===== src/logic/asc_pkg.sv =====
// Package for the async SRAM host controller: pin carrier, timing counts.
// Assumes a single 25 MHz clock driving all controller logic.
package asc_pkg;
	localparam int ASC_AW         = 19;
	localparam int ASC_DW         = 8;
	localparam int ASC_CLK_NS     = 40;
	// Device timing in ns
	localparam int ASC_T_RC_NS    = 70;
	localparam int ASC_T_AA_NS    = 70;
	localparam int ASC_T_WC_NS    = 70;
	localparam int ASC_T_PWE_NS   = 50;
	localparam int ASC_T_SCE_NS   = 60;
	localparam int ASC_T_SD_NS    = 30;
	localparam int ASC_T_HZWE_NS  = 25;
	localparam int ASC_T_HZOE_NS  = 25;
	// Least times round up
	localparam int ASC_RD_CYC_I   = (ASC_T_AA_NS + ASC_CLK_NS - 1) / ASC_CLK_NS;
	localparam int ASC_WR_LOW_NS  = (ASC_T_SCE_NS > ASC_T_PWE_NS) ? ASC_T_SCE_NS : ASC_T_PWE_NS;
	localparam int ASC_WR_CYC_I   = (ASC_WR_LOW_NS + ASC_CLK_NS - 1) / ASC_CLK_NS;
	localparam int ASC_SD_CYC_I   = (ASC_T_SD_NS + ASC_CLK_NS - 1) / ASC_CLK_NS;
	localparam int ASC_TA_CYC_I   = (ASC_T_HZOE_NS + ASC_CLK_NS - 1) / ASC_CLK_NS;
	localparam logic [2:0] ASC_RD_CYC = 3'(ASC_RD_CYC_I);
	localparam logic [2:0] ASC_WR_CYC = 3'(ASC_WR_CYC_I);
	localparam logic [2:0] ASC_TA_CYC = 3'(ASC_TA_CYC_I);
	localparam logic [2:0] ASC_CNT_ONE = 3'h1;

	typedef struct packed {
		logic              chip_select_n;
		logic              write_strobe_n;
		logic              output_gate_n;
		logic [ASC_AW-1:0] word_address;
	} asc_pins_t;

	localparam asc_pins_t ASC_PINS_IDLE = '{chip_select_n: 1'b1, write_strobe_n: 1'b1,
		output_gate_n: 1'b1, word_address: '0};
endpackage


===== src/logic/asc_host.sv =====
// Host-side controller for a 512K x 8 asynchronous static RAM.
// Requests are taken one at a time and each moves a single byte.
// Assumes the RAM pins are wired straight to this module's pin ports and are
// resolved by the surrounding wiring from data_oe; one 25 MHz clock.
`timescale 1ns/100ps
module asc_host
	import asc_pkg::*;
(
	input  wire logic              mclk,
	input  wire logic              arst_n,
	input  wire logic              req_valid,
	input  wire logic              req_write,
	input  wire logic [ASC_AW-1:0] req_addr,
	input  wire logic [ASC_DW-1:0] req_wdata,
	output logic                   req_ready,
	output logic                   rsp_valid,
	output logic      [ASC_DW-1:0] rsp_rdata,
	output asc_pins_t              pins,
	input  wire logic [ASC_DW-1:0] data_in,
	output logic      [ASC_DW-1:0] data_out,
	output logic                   data_oe
);
	typedef enum logic [2:0] {ASC_IDLE, ASC_READ, ASC_WRITE, ASC_WREND, ASC_TURN} asc_state_t;

	asc_state_t        state_q, state_d;
	logic [2:0]        cnt_q, cnt_d;
	asc_pins_t         pins_d;
	logic [ASC_DW-1:0] dout_d;
	logic              oe_d;
	logic              ready_d;
	logic              rvalid_d;
	logic [ASC_DW-1:0] rdata_d;

	wire take        = req_valid && req_ready;
	wire cnt_done    = (cnt_q == ASC_CNT_ONE);
	wire [2:0] cnt_m1 = cnt_q - 3'h1;

	// Backstop for the bus: drivers stay off whenever the gate is low,
	// even if a later state forgets to drop them
	wire       oe_safe  = oe_d && pins_d.output_gate_n;

	// Controls go idle while the address stays put, so no stray location is hit
	function automatic asc_pins_t asc_release(input asc_pins_t cur);
		asc_pins_t rel;
		rel              = ASC_PINS_IDLE;
		rel.word_address = cur.word_address;
		return rel;
	endfunction

	always_comb
	begin
		state_d  = state_q;
		cnt_d    = cnt_q;
		pins_d   = pins;
		dout_d   = data_out;
		oe_d     = data_oe;
		ready_d  = 1'b0;
		rvalid_d = 1'b0;
		rdata_d  = rsp_rdata;
		case (state_q)
			ASC_IDLE:
			begin
				ready_d = 1'b1;
				if (take)
				begin
					ready_d             = 1'b0;
					// Address goes out with select, never after it
					pins_d.word_address = req_addr;
					pins_d.chip_select_n = 1'b0;
					if (req_write)
					begin
						// Gate stays high so the RAM never drives during our write
						pins_d.output_gate_n  = 1'b1;
						pins_d.write_strobe_n = 1'b0;
						dout_d  = req_wdata;
						oe_d    = 1'b1;
						cnt_d   = ASC_WR_CYC;
						state_d = ASC_WRITE;
					end
					else
					begin
						pins_d.write_strobe_n = 1'b1;
						pins_d.output_gate_n  = 1'b0;
						oe_d    = 1'b0;
						cnt_d   = ASC_RD_CYC;
						state_d = ASC_READ;
					end
				end
			end
			ASC_READ:
			begin
				cnt_d = cnt_m1;
				if (cnt_done)
				begin
					// Sample before the address or controls move
					rdata_d  = data_in;
					rvalid_d = 1'b1;
					pins_d   = asc_release(pins);
					cnt_d    = ASC_TA_CYC;
					state_d  = ASC_TURN;
				end
			end
			ASC_WRITE:
			begin
				// Address and data held across the whole overlap
				cnt_d = cnt_m1;
				if (cnt_done)
				begin
					// Strobe and select rise together; data held one more cycle
					pins_d  = asc_release(pins);
					state_d = ASC_WREND;
				end
			end
			ASC_WREND:
			begin
				oe_d    = 1'b0;
				state_d = ASC_IDLE;
				ready_d = 1'b1;
			end
			ASC_TURN:
			begin
				// RAM needs time to release the lines after a read
				cnt_d = cnt_m1;
				if (cnt_done)
				begin
					state_d = ASC_IDLE;
					ready_d = 1'b1;
				end
			end
			default:
			begin
				state_d = ASC_IDLE;
				pins_d  = ASC_PINS_IDLE;
				oe_d    = 1'b0;
			end
		endcase
	end

	always_ff @(posedge mclk or negedge arst_n)
	begin
		if (!arst_n)
			state_q <= ASC_IDLE;
		else
			state_q <= state_d;
	end

	always_ff @(posedge mclk or negedge arst_n)
	begin
		if (!arst_n)
			cnt_q <= 3'h0;
		else
			cnt_q <= cnt_d;
	end

	// All controls launch from one register, so they move on the same edge
	always_ff @(posedge mclk or negedge arst_n)
	begin
		if (!arst_n)
			pins <= ASC_PINS_IDLE;
		else
			pins <= pins_d;
	end

	always_ff @(posedge mclk or negedge arst_n)
	begin
		if (!arst_n)
			data_out <= 8'h00;
		else
			data_out <= dout_d;
	end

	always_ff @(posedge mclk or negedge arst_n)
	begin
		if (!arst_n)
			data_oe <= 1'b0;
		else
			data_oe <= oe_safe;
	end

	always_ff @(posedge mclk or negedge arst_n)
	begin
		if (!arst_n)
			req_ready <= 1'b0;
		else
			req_ready <= ready_d;
	end

	always_ff @(posedge mclk or negedge arst_n)
	begin
		if (!arst_n)
			rsp_valid <= 1'b0;
		else
			rsp_valid <= rvalid_d;
	end

	// Holds the last read byte until the next read completes
	always_ff @(posedge mclk or negedge arst_n)
	begin
		if (!arst_n)
			rsp_rdata <= 8'h00;
		else
			rsp_rdata <= rdata_d;
	end
endmodule


===== config.mk =====
export PLATFORM = sky130hd
export DESIGN_NAME = asc_host
export DESIGN_NICKNAME = d
export VERILOG_FILES = /design/src/logic/asc_pkg.sv /design/src/logic/asc_host.sv
export SDC_FILE = /design/constraint.sdc
export NUM_CORES = 1
export LEC_CHECK = 0
export BUFFER_PORTS_ARGS = -buffer_cell sky130_fd_sc_hd__buf_2
export CORE_UTILIZATION = 50
export DETAILED_ROUTE_END_ITERATION = 7
export GPL_ROUTABILITY_DRIVEN = 0
export GPL_TIMING_DRIVEN = 0
export PLACE_DENSITY = 0.81
export SYNTH_ARGS = -nofsm -noshare
export SYNTH_HDL_FRONTEND = slang
export SYNTH_SLANG_ARGS = --single-unit

===== constraint.sdc =====
create_clock -name mclk -period 3.91 [get_ports mclk]
set_input_delay 0.391 -clock mclk [delete_from_list [all_inputs] [get_ports mclk]]
set_output_delay 0.391 -clock mclk [all_outputs]
set_load 0.01 [all_outputs]

======== Yosys cells after proc, flatten, opt, wreduce, memory -nomap -nowiden ========
Index checks and enable logic that the tools add are counted.
word-level totals
  output and inout port bits .............. 41
  memories kept ........................... 0
  input port bits ......................... 39
  bits in read-only memories .............. 0
  logic and storage cells ................. 58
  memory bits (writable) .................. 0
  latch bits .............................. 0
  register bits ........................... 47
cells by class
  divide/modulo/power cells ............... 0
  reduce and logical (&&, ||, !) cells .... 14
  add/sub/neg operators ................... 1
  multiply operators ...................... 0
  eq/ne operators ......................... 10
  shift-type cells ........................ 0
  bitwise operators ....................... 2
  mux-type cells .......................... 20
  $lt $le $gt $ge ......................... 0
operators with widths
  kind                 count
  $pmux 22 s3          1
  $mux 22              2
  $mux 3               6
  $pmux 3 s4           1
  $pmux 3 s3           1
  $reduce_and 3->1     3
  $ne 2x2->1 const B   4
  $eq 3x1->1 const B   2
  $eq 3x2->1 const B   2
  $reduce_or 2->1      3
  $mux 1               5
  $mux 2               2
  $reduce_and 2->1     2
  $reduce_and 4->1     1
  $eq 3x3->1 const B   1
  $logic_not 3->1      1
  $pmux 1 s3           1
  $reduce_bool 3->1    1
  $reduce_or 3->1      1
  $sub 3x1->3 const B  1
  $logic_and 1x1->1    2
  $ne 2x1->1 const B   1
  $not 1->1            2
  $pmux 1 s2           1

======== Depth between registers and ports, before layout ========
Gate-level depths: netlist of run 1.
  word-level depth ........................ 4
  depth in mapped cells ................... 6
  gate-level depth less buffers ........... 6

======== Least setup slack after synthesis of run 1 ========
Ideal clock, no wire load.
  path type ............................... register to register
  start ................................... register cnt_q[1]
  end ..................................... register rsp_rdata[0]
  library setup time ...................... 0.128 ns
  arrival time ............................ 1.436 ns
  buffers on the path ..................... 0
  period minus slack after synthesis ...... 1.564 ns
  data required time ...................... 3.782 ns
  cell stages (with the launch flop) ...... 7
  slack ................................... 2.346 ns
  cells stage by stage .................... dfrtp_1 -> inv_1 -> ha_1 -> nor2b_1 -> nand2_2 -> nor2_8 -> mux2_1
between the ends
  cells in the longest elaborated chain, start to end .. 2
RTL lines
  what                        RTL line         text
  start, declared             asc_host.sv:26   logic [2:0] cnt_q, cnt_d;
  start signal, assigned      asc_host.sv:152  cnt_q <= cnt_d;
  $eq 3x1->1                  asc_host.sv:35   wire cnt_done = (cnt_q == ASC_CNT_ONE);
  $reduce_and 2->1 (no line)  -
  end signal, assigned        asc_host.sv:202  rsp_rdata <= rdata_d;
  end, declared               asc_host.sv:17   output logic [ASC_DW-1:0] rsp_rdata,
Every way passes these cells.
A chain may end at the register's enable or synchronous reset.

======== Final worst setup path of run 1 ========
Same ends and word-level chain as after synthesis.

==> results of run 1 <==
cell families after synthesis:
family | count (synthesis) | synth area share (%)
buffers and inverters | 13 | 3.921
adder cells (fa/ha/maj) | 3 | 1.716
flip-flops | 47 | 57.78
multiplexers | 16 | 10.29
AO/OA/AOI/OAI | 47 | 17.34
AND/OR/NAND/NOR | 28 | 8.947
area by class of cell:
type | instances | area (sq um) | area share (%)
clock inverters | 2 | 13.76 | 0.5335
inverters | 4 | 15.01 | 0.5820
well taps | 48 | 60.06 | 2.328
repair buffers | 79 | 395.4 | 15.32
flip-flops and latches | 47 | 1180 | 45.73
multi-input cells | 94 | 782.0 | 30.31
plain buffers | 9 | 65.06 | 2.522
clock buffers | 5 | 68.82 | 2.667
flip-flops by register name, summed over array words and instances (netlist names):
name       count
rsp_valid      1
state_q        3
pins          22
data_out       8
rsp_rdata      8
cnt_q          3
data_oe        1
req_ready      1
power by group through the flow:
stage,registers [mW],clock network [mW],logic [mW]
after floorplan,0.945,0,0.642
after global placement,0.849,0,1.06
after detailed placement,0.862,0,1.08
after CTS,0.855,0.289,1.09
after global routing,0.880,0.306,1.19
final,0.855,0.280,1.08
stage by stage:
stage	worst slack [ps]	hold slack, ps	total power, mW
after floorplan	2346	95.41	1.587
final	2081	269.2	2.216
after global placement	2148	463.9	1.907
after global routing	1936	296.7	2.378
after detailed placement	2059	476.9	1.945
after CTS	2039	285.7	2.237
synthesized netlist by cell type (2+ instances only):
| cell | instances | area (sq um) |
|---|---|---|
| nand2b_1 | 2 | 12.51 |
| a22o_1 | 20 | 175.2 |
| nor2_1 | 4 | 15.01 |
| o21ai_0 | 4 | 20.02 |
| nand2_1 | 8 | 30.03 |
| inv_1 | 4 | 15.01 |
| a21oi_1 | 10 | 50.05 |
| dfrtp_1 | 44 | 1101 |
| mux2_1 | 8 | 90.09 |
| buf_2 | 4 | 20.02 |
| ha_1 | 2 | 25.02 |
| o21bai_1 | 2 | 15.01 |
| mux2_4 | 8 | 120.1 |
| and2b_4 | 2 | 20.02 |
| nor2b_1 | 2 | 12.51 |
| buf_6 | 3 | 33.78 |
| dfstp_2 | 3 | 78.83 |
worst paths after layout:
check	cells after the start	to	slack, ps	startpoint
min reg2reg	2	pins[21]	490	pins[21]
min	1	rsp_rdata[6]	270	arst_n
max in group asynchronous	1	data_out[1]	3020	arst_n
max	6	rsp_rdata[0]	2080	cnt_q[1]
max reg2reg	6	rsp_rdata[0]	2080	cnt_q[1]
min in group mclk	2	pins[12]	310	req_addr[12]
routing by layer:
| metal | share of wire, % | global-route usage, % | wire length (microns) | vias to the layer above |
|---|---|---|---|---|
| met1 | 45 | 28.67 | 1926 | 752 |
| li1 | - | - | - | 733 |
| met5 | 0 | 0 | 0 | - |
| met4 | 1.9 | 10.05 | 80 | 0 |
| met3 | 5.5 | 5.172 | 233 | 8 |
| met2 | 47 | 33.55 | 2024 | 57 |
cell usage in the layout (no fill, tap or decap), types with 2 or more instances in the layout:
master	count
nand2b_1	2
o21bai_1	2
dfrtp_1	44
mux2_1	8
dfstp_2	3
buf_2	83
a21oi_1	10
clkbuf_8	5
and2b_4	2
nand2_1	8
mux2_4	8
inv_1	4
nor2b_1	2
a22o_1	20
ha_1	2
o21ai_0	4
buf_6	3
nor2_1	4
worst reg2reg max path, stage by stage, from the launching register on:
cell and delay [ps]:
dfrtp_1 390, inv_1 80, ha_1 150, nor2b_1 380, nand2_2 170, nor2_8 200, mux2_1 350
==> impl_metrics.csv, run 1 <==
group,metric,value,unit
place,place_inst,281,
floorplanning,horizontal_die_dimension,65.91,microns
setup_path,cp_data_required_time,4090,ps
clock_tree,cts.path.max_buffers,2,
logic_synthesis,synth-edff-count,0,
timing,setup_violations,0,
timing,worst_slew_margin,31.98,%
timing,finalWorstPathRequiredPeriod,1829,ps
setup_path,worst-setup-path-type,"reg2reg",
logic_synthesis,ys_seq_area_share,57.78,%
power_and_ir_drop,power.static_leakage,1.351,nW
layout,n_antenna_cell,0,
global_routing,number_of_global_route_vias_before_repair,1481,
setup_path,setup.worst_path.start_class,"flop",
clock_tree,post-cts-setup-buffers,0,
global_routing,groute.usage.overall,21.67,%
place,io_buffers,79,
clock_tree,cts_resized,0,
worst_hold_path,hold_path.class,"in2async",
floorplanning,start_util,53.75,%
logic_synthesis,netlist-cell-type-count,41,
logic_synthesis,syn_inst,154,
route,wl_per_cell,14.81,microns
layout,nets,281,
power_and_ir_drop,p_int,1.377,mW
place,postPlaceCellArea,2497,sq um
logic_synthesis,synth_area,2042,sq um
timing,fin_crit_sh,46.79,%
logic_synthesis,synth_ff_type,"dfrtp_1",
power_and_ir_drop,share_seq_of_total_power,38.6,%
clock_tree,cts_root_buffer,"clkbuf_8",
logic_synthesis,post_synth.cell_area_avg,13.26,sq um
floorplanning,die_h,65.91,microns
layout,design_area,2580,sq um
setup_path,crit_path_cell_trace,"inv_1 > ha_1 > nor2b_1 > nand2_2 > nor2_8 > mux2_1",
global_routing,grt.overflow.total,0,
route,vias,1550,
clock_tree,path_clk_slew,80,ps
run,number_of_max_cap_violations,0,
floorplanning,floorplan.core_area,3799,sq um
clock_tree,clock_insertion_delay_worst_skew,300,ps
timing,max_slew.worst_pin.slew,1020,ps
timing,final_hold_viol_count,0,
global_routing,number_of_antenna_violations_at_the_first_check_in_global_routing,0,
logic_synthesis,synth.net_count,195,
setup_path,worst-path-buf-inv,1,
route,avgViaCountPerCell,5.382,
layout,layout-drive-gt1-share,47.50,%
place,place_hpwl,3055,microns
power_and_ir_drop,p_clk_share,12.6,%
floorplanning,fp.dieArea,4343,sq um
global_routing,grt_max_degree,48,
layout,fin_util,67.92,%
timing,grt_setup_unrepaired,"no",
setup_path,timing.critical_path.fanout_max,9,
power_and_ir_drop,worst_ir_drop_vdd,378.2,uV
power_and_ir_drop,switching_share,37.85,%
layout,filler_cell_count,295,
floorplanning,boundaryPins,80,
route,remaining_drc_errors,0,
power_and_ir_drop,power.combinational.fraction,48.8,%
layout,area_growth_syn_to_layout,26.35,%
logic_synthesis,synth-warning-count,0,
route,finalWirelength,4265,microns
timing,skew,6.717,ps
setup_path,critical-path-max-stage-delay,390,ps
clock_tree,clock_sink_count,47,
run_status,run_status,"complete, no violations",
setup_path,worst_setup_path_end_kind,"flop",
clock_tree,hold_buffers,0,
setup_path,cp.arrival,2000,ps
route,detailedRoute.firstPassIterationCount,4,
global_routing,grt_first_pass_wirelength,6962,microns
route,detailedRoute.firstIterationViolations,59,
logic_synthesis,synth.ff_latch_count,47,
layout,instances_no_fill,288,
clock_tree,cts_inserted_buffers,5,
setup_path,crit_slowest_cell,"dfrtp_1",
power_and_ir_drop,powerDensity,859.0,nW/um^2
floorplanning,row_count,22,
timing,final-max-slew-violation-count,0,
clock_tree,htree_num_levels,2,
power_and_ir_drop,power_switching,0.8387,mW
clock_tree,tritoncts,"done",
setup_path,cp_delay_by_family_top,"simple AND/OR/NAND/NOR gates",
timing,fmax,546.6,MHz
logic_synthesis,synthArstFlopShare,100.0,%
route,antenna_violation_net_count_after_detailed_routing,0,
timing,totalNegativeSetupSlack,0,ps
Power figures use the tool's default switching activity.
==> run 2: changes to the inputs <==
- ABC_AREA: unset -> 1
- CORE_UTILIZATION: 50 -> 48
- PLACE_DENSITY: 0.81 -> 0.77
- clock period: 3.91 -> 1.75 ns (I/O delays scaled with it)
==> run 2 against run 1 <==
  * Critical endpoint is now pins[9]
  * Critical path depth unchanged
  * Maximum frequency increased by 18%
  * Sequential cell count unchanged
  * Area after synthesis increased by 3.5%
  * Total power increased by 110%
  * Highest routed layer unchanged
  * Utilization decreased by 3.4 points
==> impl_metrics.csv, run 2 <==
group,metric,value,unit
run_status,run_status,"complete, no violations",
clock_tree,cts.path.max_buffers,2,
logic_synthesis,ys_seq_area_share,55.83,%
layout,largest_register_ffs,22,
timing,finalWorstPathRequiredPeriod,1553,ps
layout,n_antenna_cell,0,
clock_tree,tritoncts,"done",
layout,layout.cells.most_common,"nand2_1",
layout,reg.largest.list,"pins x22, data_out x8, rsp_rdata x8",
global_routing,groute.usage.overall,19.44,%
timing,fin_crit_sh,88.73,%
place,postPlaceCellArea,2571,sq um
place,place_inst,373,
power_and_ir_drop,worst_ir_drop_vdd,786.8,uV
power_and_ir_drop,powerDensity,1758,nW/um^2
setup_path,cp_data_required_time,1970,ps
layout,fin_util,64.55,%
route,wl_per_cell,10.69,microns
timing,skew,5.610,ps
global_routing,grt.overflow.total,0,
floorplanning,row_count,23,
global_routing,grt_max_degree,48,
global_routing,number_of_antenna_violations_at_the_first_check_in_global_routing,0,
clock_tree,cts_resized,0,
timing,fmax,644.0,MHz
layout,layout-drive-gt1-share,34.14,%
route,detailedRoute.firstPassIterationCount,4,
setup_path,worst_setup_path_end_kind,"flop",
logic_synthesis,synth_area,2113,sq um
clock_tree,cts_inserted_buffers,5,
layout,register_ranked_first_by_flip_flop_count,"pins",
floorplanning,fp.dieArea,4672,sq um
clock_tree,hold_buffers,0,
place,place_hpwl,2983,microns
clock_tree,post-cts-setup-buffers,0,
clock_tree,cts_root_buffer,"clkbuf_8",
layout,filler_cell_count,375,
route,avgViaCountPerCell,4.753,
setup_path,worst_r2r_startpoint,"state_q[2]",
logic_synthesis,post_synth_main_area_contributors,"dfrtp_1 52%, nand2_1 18%, o21ai_0 5.9%",
layout,design_area,2656,sq um
layout,nets,371,
timing,final_hold_viol_count,0,
route,detailedRoute.firstIterationViolations,87,
floorplanning,boundaryPins,80,
global_routing,number_of_global_route_vias_before_repair,1591,
worst_hold_path,hold_path.class,"in2async",
logic_synthesis,syn_inst,244,
clock_tree,clock_insertion_delay_worst_skew,280,ps
floorplanning,horizontal_die_dimension,68.35,microns
setup_path,timing.critical_path.fanout_max,10,
logic_synthesis,synth_ff_type,"dfrtp_1",
route,antenna_violation_net_count_after_detailed_routing,0,
setup_path,cp.arrival,1770,ps
setup_path,critical-path-max-stage-delay,420,ps
floorplanning,floorplan.core_area,4115,sq um
logic_synthesis,synth.ff_latch_count,47,
logic_synthesis,synth-warning-count,0,
logic_synthesis,commonest_cells_in_the_synthesized_netlist,"101 x nand2_1, 44 x dfrtp_1, 25 x o21ai_0, 23 x inv_1",
layout,instances_no_fill,381,
global_routing,grt_first_pass_wirelength,6672,microns
setup_path,worst-setup-path-type,"reg2reg",
logic_synthesis,synth-edff-count,0,
timing,final.hold.worst_slack,58.51,ps
run,number_of_max_cap_violations,0,
layout,area_growth_syn_to_layout,25.70,%
timing,max_slew.worst_pin.slew,998.7,ps
timing,totalNegativeSetupSlack,0,ps
clock_tree,htree_num_levels,2,
clock_tree,clock_sink_count,47,
floorplanning,die_h,68.35,microns
route,finalWirelength,4072,microns
place,io_buffers,79,
timing,final-max-slew-violation-count,0,
layout,mostFrequentLayoutCells,"100 x nand2_1, 82 x buf_2, 44 x dfrtp_1",
timing,setup_violations,0,
logic_synthesis,synthArstFlopShare,100.0,%
layout,multiInputGateArea,797.0,sq um
layout,layout.area.seq,1180,sq um
timing,grt_setup_unrepaired,"no",
setup_path,crit_path_cell_trace,"inv_1 > nand3_1 > nand3_4 > clkbuf_2 > o21ai_0 > nand2_1",
clock_tree,path_clk_slew,80,ps
logic_synthesis,netlist-cell-type-count,25,
logic_synthesis,yosysTopAreaCellShare,52.10,%
setup_path,setup.reg_to_reg.worst_slack,200,ps
timing,worst_slew_margin,33.42,%
setup_path,setup.worst_path.start_class,"flop",
route,remaining_drc_errors,0,
logic_synthesis,yosysMostFrequentCell,"nand2_1",
setup_path,crit_slowest_cell,"dfrtp_1",
setup_path,r2r-end,"pins[9]",
logic_synthesis,synth.net_count,285,
setup_path,r2r.worst_path.cells,6,
logic_synthesis,synth.largest_area_cell,"dfrtp_1",
power_and_ir_drop,power.static_leakage,1.586,nW
logic_synthesis,post_synth.cell_area_avg,8.661,sq um
floorplanning,start_util,51.35,%
route,vias,1811,
## run 2: cell types whose count changed in the layout (fill, tap and decap cells not counted), moves of 7 or more
cell and change:
a21oi_1 -7, a22o_1 -20, inv_1 +19, mux2_1 -8, mux2_4 -8, nand2_1 +92, nand3_1 +8, o21ai_0 +21
o21ai_2 +8
## run 2: worst max-delay path by stage
stage                     startpoint            to  slack, ps
after floorplan             cnt_q[1]      cnt_q[0]        330
after global placement      cnt_q[1]      cnt_q[0]        120
after detailed placement    cnt_q[1]      cnt_q[0]         90
after CTS                   cnt_q[1]  rsp_rdata[7]         70
after global routing        cnt_q[1]      cnt_q[0]          8
final                     state_q[2]       pins[9]        200
## run 2: area by class of cell
| cell class | instances | share of cell area [%] |
|---|---|---|
| Multi-Input combinational cell | 166 | 30.00 |
| Tap cell | 50 | 2.355 |
| Timing Repair Buffer | 79 | 14.88 |
| Clock buffer | 8 | 3.015 |
| Sequential cell | 47 | 44.42 |
| Inverter | 24 | 3.391 |
| Buffer | 7 | 1.931 |
## run 2: cell families (layout without fill, tap and decap cells)
| logic type | count (synthesis) | after routing | synth area share (%) |
|---|---|---|---|
| DFF | 47 | 47 | 55.83 |
| buffers and inverters | 31 | 118 | 6.690 |
| xor gates and xnor gates | 1 | 1 | 0.4145 |
| and+or+nand+nor | 125 | 125 | 25.34 |
| adders and majority gates | 2 | 2 | 1.184 |
| AOI/OAI and AO/OA | 38 | 38 | 10.54 |
## run 2: report_power, final
part           switching [mW]  leakage (nW)  internal, mW
Clock                   0.318        0.0395         0.284
Combinational            1.36         0.951         0.832
Sequential              0.277         0.596          1.60
Total                    1.95          1.59          2.72
## run 2: per-stage QoR
| stage | total power [mW] | setup slack [ps] |
|---|---|---|
| 2_1_floorplan | 3.305 | 334.2 |
| 3_3_place_gp | 4.039 | 120.2 |
| 3_5_place_dp | 4.103 | 88.02 |
| 4_1_cts | 4.724 | 71.95 |
| 5_1_grt | 5.147 | 8.259 |
| 6_report | 4.669 | 197.3 |
## run 2: metal layers
layer	vias up	part of all wire [%]	GRT usage [%]
met2	48	50	33.82
met3	6	3.4	4.000
li1	932	-	-
met5	-	0	0
met4	0	1.4	9.115
met1	825	45	22.70
## run 2: critical path, delay by kind of cell (launching register included)
kind | cells | cell delay (ps)
flops | 1 | 420
buf+inv | 2 | 420
simple gates | 3 | 540
compound gates | 1 | 100
==> run 3: changes to the inputs <==
--- a/config.mk
+++ b/config.mk
@@ -8,9 +8,9 @@
 export ABC_AREA = 1
 export BUFFER_PORTS_ARGS = -buffer_cell sky130_fd_sc_hd__buf_2
-export CORE_UTILIZATION = 48
+export CORE_UTILIZATION = 50
+export CTS_BUF_LIST = sky130_fd_sc_hd__clkbuf_4
 export DETAILED_ROUTE_END_ITERATION = 7
 export GPL_ROUTABILITY_DRIVEN = 0
-export GPL_TIMING_DRIVEN = 0
-export PLACE_DENSITY = 0.77
+export PLACE_DENSITY = 0.8
 export SYNTH_ARGS = -nofsm -noshare
 export SYNTH_HDL_FRONTEND = slang
==> constraint.sdc (replaced) <==
create_clock -name mclk -period 1.75 [get_ports mclk]
set_input_delay 0.2625 -clock mclk [delete_from_list [all_inputs] [get_ports mclk]]
set_output_delay 0.2625 -clock mclk [all_outputs]
set_load 0.01 [all_outputs]
==> run 3 against run 2 <==
  * Non-clock buffer count down 2
  * Worst hold slack improved by 31 ps
  * Worst setup slack got worse by 29 ps
  * Utilization increased by 0.73 points
==> impl_metrics.csv, run 3 (synthesis gave the netlist of run 2 again) <==
group,metric,value,unit
setup_path,cp_data_required_time,1980,ps
place,io_buffers,79,
layout,area_growth_syn_to_layout,24.45,%
route,wl_per_cell,11.67,microns
power_and_ir_drop,finalPower,4.575,mW
route,detailedRoute.firstPassIterationCount,4,
timing,final.hold.worst_slack,89.84,ps
global_routing,number_of_global_route_vias_before_repair,1620,
timing,grt_setup_unrepaired,"no",
floorplanning,die_h,67.01,microns
floorplanning,boundaryPins,80,
power_and_ir_drop,power.static_leakage,1.573,nW
route,drt-met1-wl,1994,microns
worst_hold_path,hold_path.class,"in2reg",
clock_tree,tritoncts,"done",
setup_path,worst_setup_path_end_kind,"flop",
floorplanning,floorplan.core_area,4029,sq um
layout,design_area,2630,sq um
route,antenna_violation_net_count_after_detailed_routing,0,
timing,max_slew.worst_pin.slew,639.7,ps
timing,fmax,632.4,MHz
power_and_ir_drop,switching_share,43.52,%
layout,layout-drive-gt1-share,33.43,%
setup_path,timing.critical_path.fanout_max,16,
layout,filler_cell_count,346,
global_routing,groute.usage.overall,21.10,%
route,finalWirelength,4424,microns
layout,register_ranked_first_by_flip_flop_count,"pins",
floorplanning,horizontal_die_dimension,67.01,microns
layout,layout.cells.most_common,"nand2_1",
clock_tree,htree_num_levels,2,
route,vias,1806,
power_and_ir_drop,p_int,2.584,mW
timing,final-max-slew-violation-count,0,
route,route.met3.wl,229,microns
power_and_ir_drop,worst_ir_drop_vdd,761.5,uV
timing,setup_violations,0,
layout,nets,369,
clock_tree,cts.path.max_buffers,2,
layout,largest_register_ffs,22,
place,postPlaceCellArea,2562,sq um
power_and_ir_drop,power.combinational.fraction,47.7,%
clock_tree,cts_inserted_buffers,5,
run,number_of_max_cap_violations,0,
setup_path,setup.worst_path.start_class,"flop",
floorplanning,fp.dieArea,4490,sq um
floorplanning,row_count,23,
worst_hold_path,hp-start,"req_addr[7]",
route,topRoutingLayerUsed,"met4",
power_and_ir_drop,share_seq_of_total_power,41.1,%
global_routing,grt.overflow.total,0,
clock_tree,path_clk_slew,140,ps
clock_tree,clock_insertion_delay_worst_skew,360,ps
power_and_ir_drop,p_clk_share,11.2,%
floorplanning,start_util,52.45,%
layout,n_antenna_cell,0,
global_routing,number_of_antenna_violations_at_the_first_check_in_global_routing,0,
layout,mostFrequentLayoutCells,"101 x nand2_1, 79 x buf_2, 44 x dfrtp_1",
power_and_ir_drop,power_switching,1.991,mW
route,detailedRoute.firstIterationViolations,56,
setup_path,worst_r2r_startpoint,"state_q[1]",
layout,reg.largest.list,"pins x22, data_out x8, rsp_rdata x8",
route,remaining_drc_errors,0,
clock_tree,cts_resized,0,
power_and_ir_drop,powerDensity,1740,nW/um^2
setup_path,crit_start,"state_q[1]",
layout,fin_util,65.28,%
route,avgViaCountPerCell,4.765,
place,place_hpwl,3147,microns
clock_tree,clock_sink_count,47,
clock_tree,cts_root_buffer,"clkbuf_4",
run_status,run_status,"complete, no violations",
timing,final_hold_viol_count,0,
timing,finalWorstPathRequiredPeriod,1581,ps
clock_tree,post-cts-setup-buffers,0,
timing,fin_crit_sh,90.36,%
timing,skew,11.62,ps
timing,worst_slew_margin,57.35,%
global_routing,grt_first_pass_wirelength,7051,microns
setup_path,cp.arrival,1820,ps
global_routing,grt_max_degree,48,
timing,totalNegativeSetupSlack,0,ps
setup_path,worst-setup-path-type,"reg2reg",
route,detailroute.wirelength.met2,2152,microns
==> run 3: metal layers <==
layer  vias up  GRT usage [%]
met4         0          6.915
met5         -              0
met2        56          33.63
li1        923              -
met3         5          6.164
met1       822          27.19
==> run 3: path summary, 6_finish.rpt <==
kind / end / slack, ps / cells past startpoint
worst max-delay path: data_out[0] / 170 / 5
worst min-delay path: pins[7] / 90 / 3
worst max register to register: data_out[0] / 170 / 5
worst min register to register: pins[20] / 470 / 2
max in group asynchronous: pins[20] / 1080 / 3
min in group asynchronous: rsp_rdata[5] / 410 / 3
==> run 3: timing repair <==
action / CTS / global route
hold buffers: 1 / 0
endpoints found under the hold margin: 44 / 0
setup endpoints to repair: 0 / 0
==> run 3: per-stage QoR <==
stage,cells,setup slack (ps)
4_1_cts,379,166.1
2_1_floorplan,244,334.2
3_5_place_dp,370,206.8
5_1_grt,379,58.21
3_3_place_gp,370,257.2
6_report,379,168.7
==> run 3: power groups by stage <==
stage	logic, mW	clock network, mW	registers [mW]
6_report	2.18	0.514	1.88
5_1_grt	2.49	0.570	1.94
4_1_cts	2.20	0.524	1.88
3_5_place_dp	2.20	0	1.89
3_3_place_gp	2.13	0	1.89
2_1_floorplan	1.21	0	2.09
==> run 3: final cells by class <==
cell class / count / area, sq um / share of cell area [%]
Tap cell: 50 / 62.56 / 2.379
Inverter: 24 / 90.09 / 3.425
Sequential cell: 47 / 1180 / 44.86
Timing Repair Buffer: 84 / 447.9 / 17.03
Clock inverter: 2 / 12.51 / 0.4757
Clock buffer: 6 / 45.04 / 1.713
Multi-Input combinational cell: 166 / 792.0 / 30.11
==> run 3: critical path, stage by stage, from the launching register on <==
cell	delay, ps
dfrtp_1	490
nor2_4	180
nand2_4	90
or2_1	450
nand2_1	180
o21ai_2	60
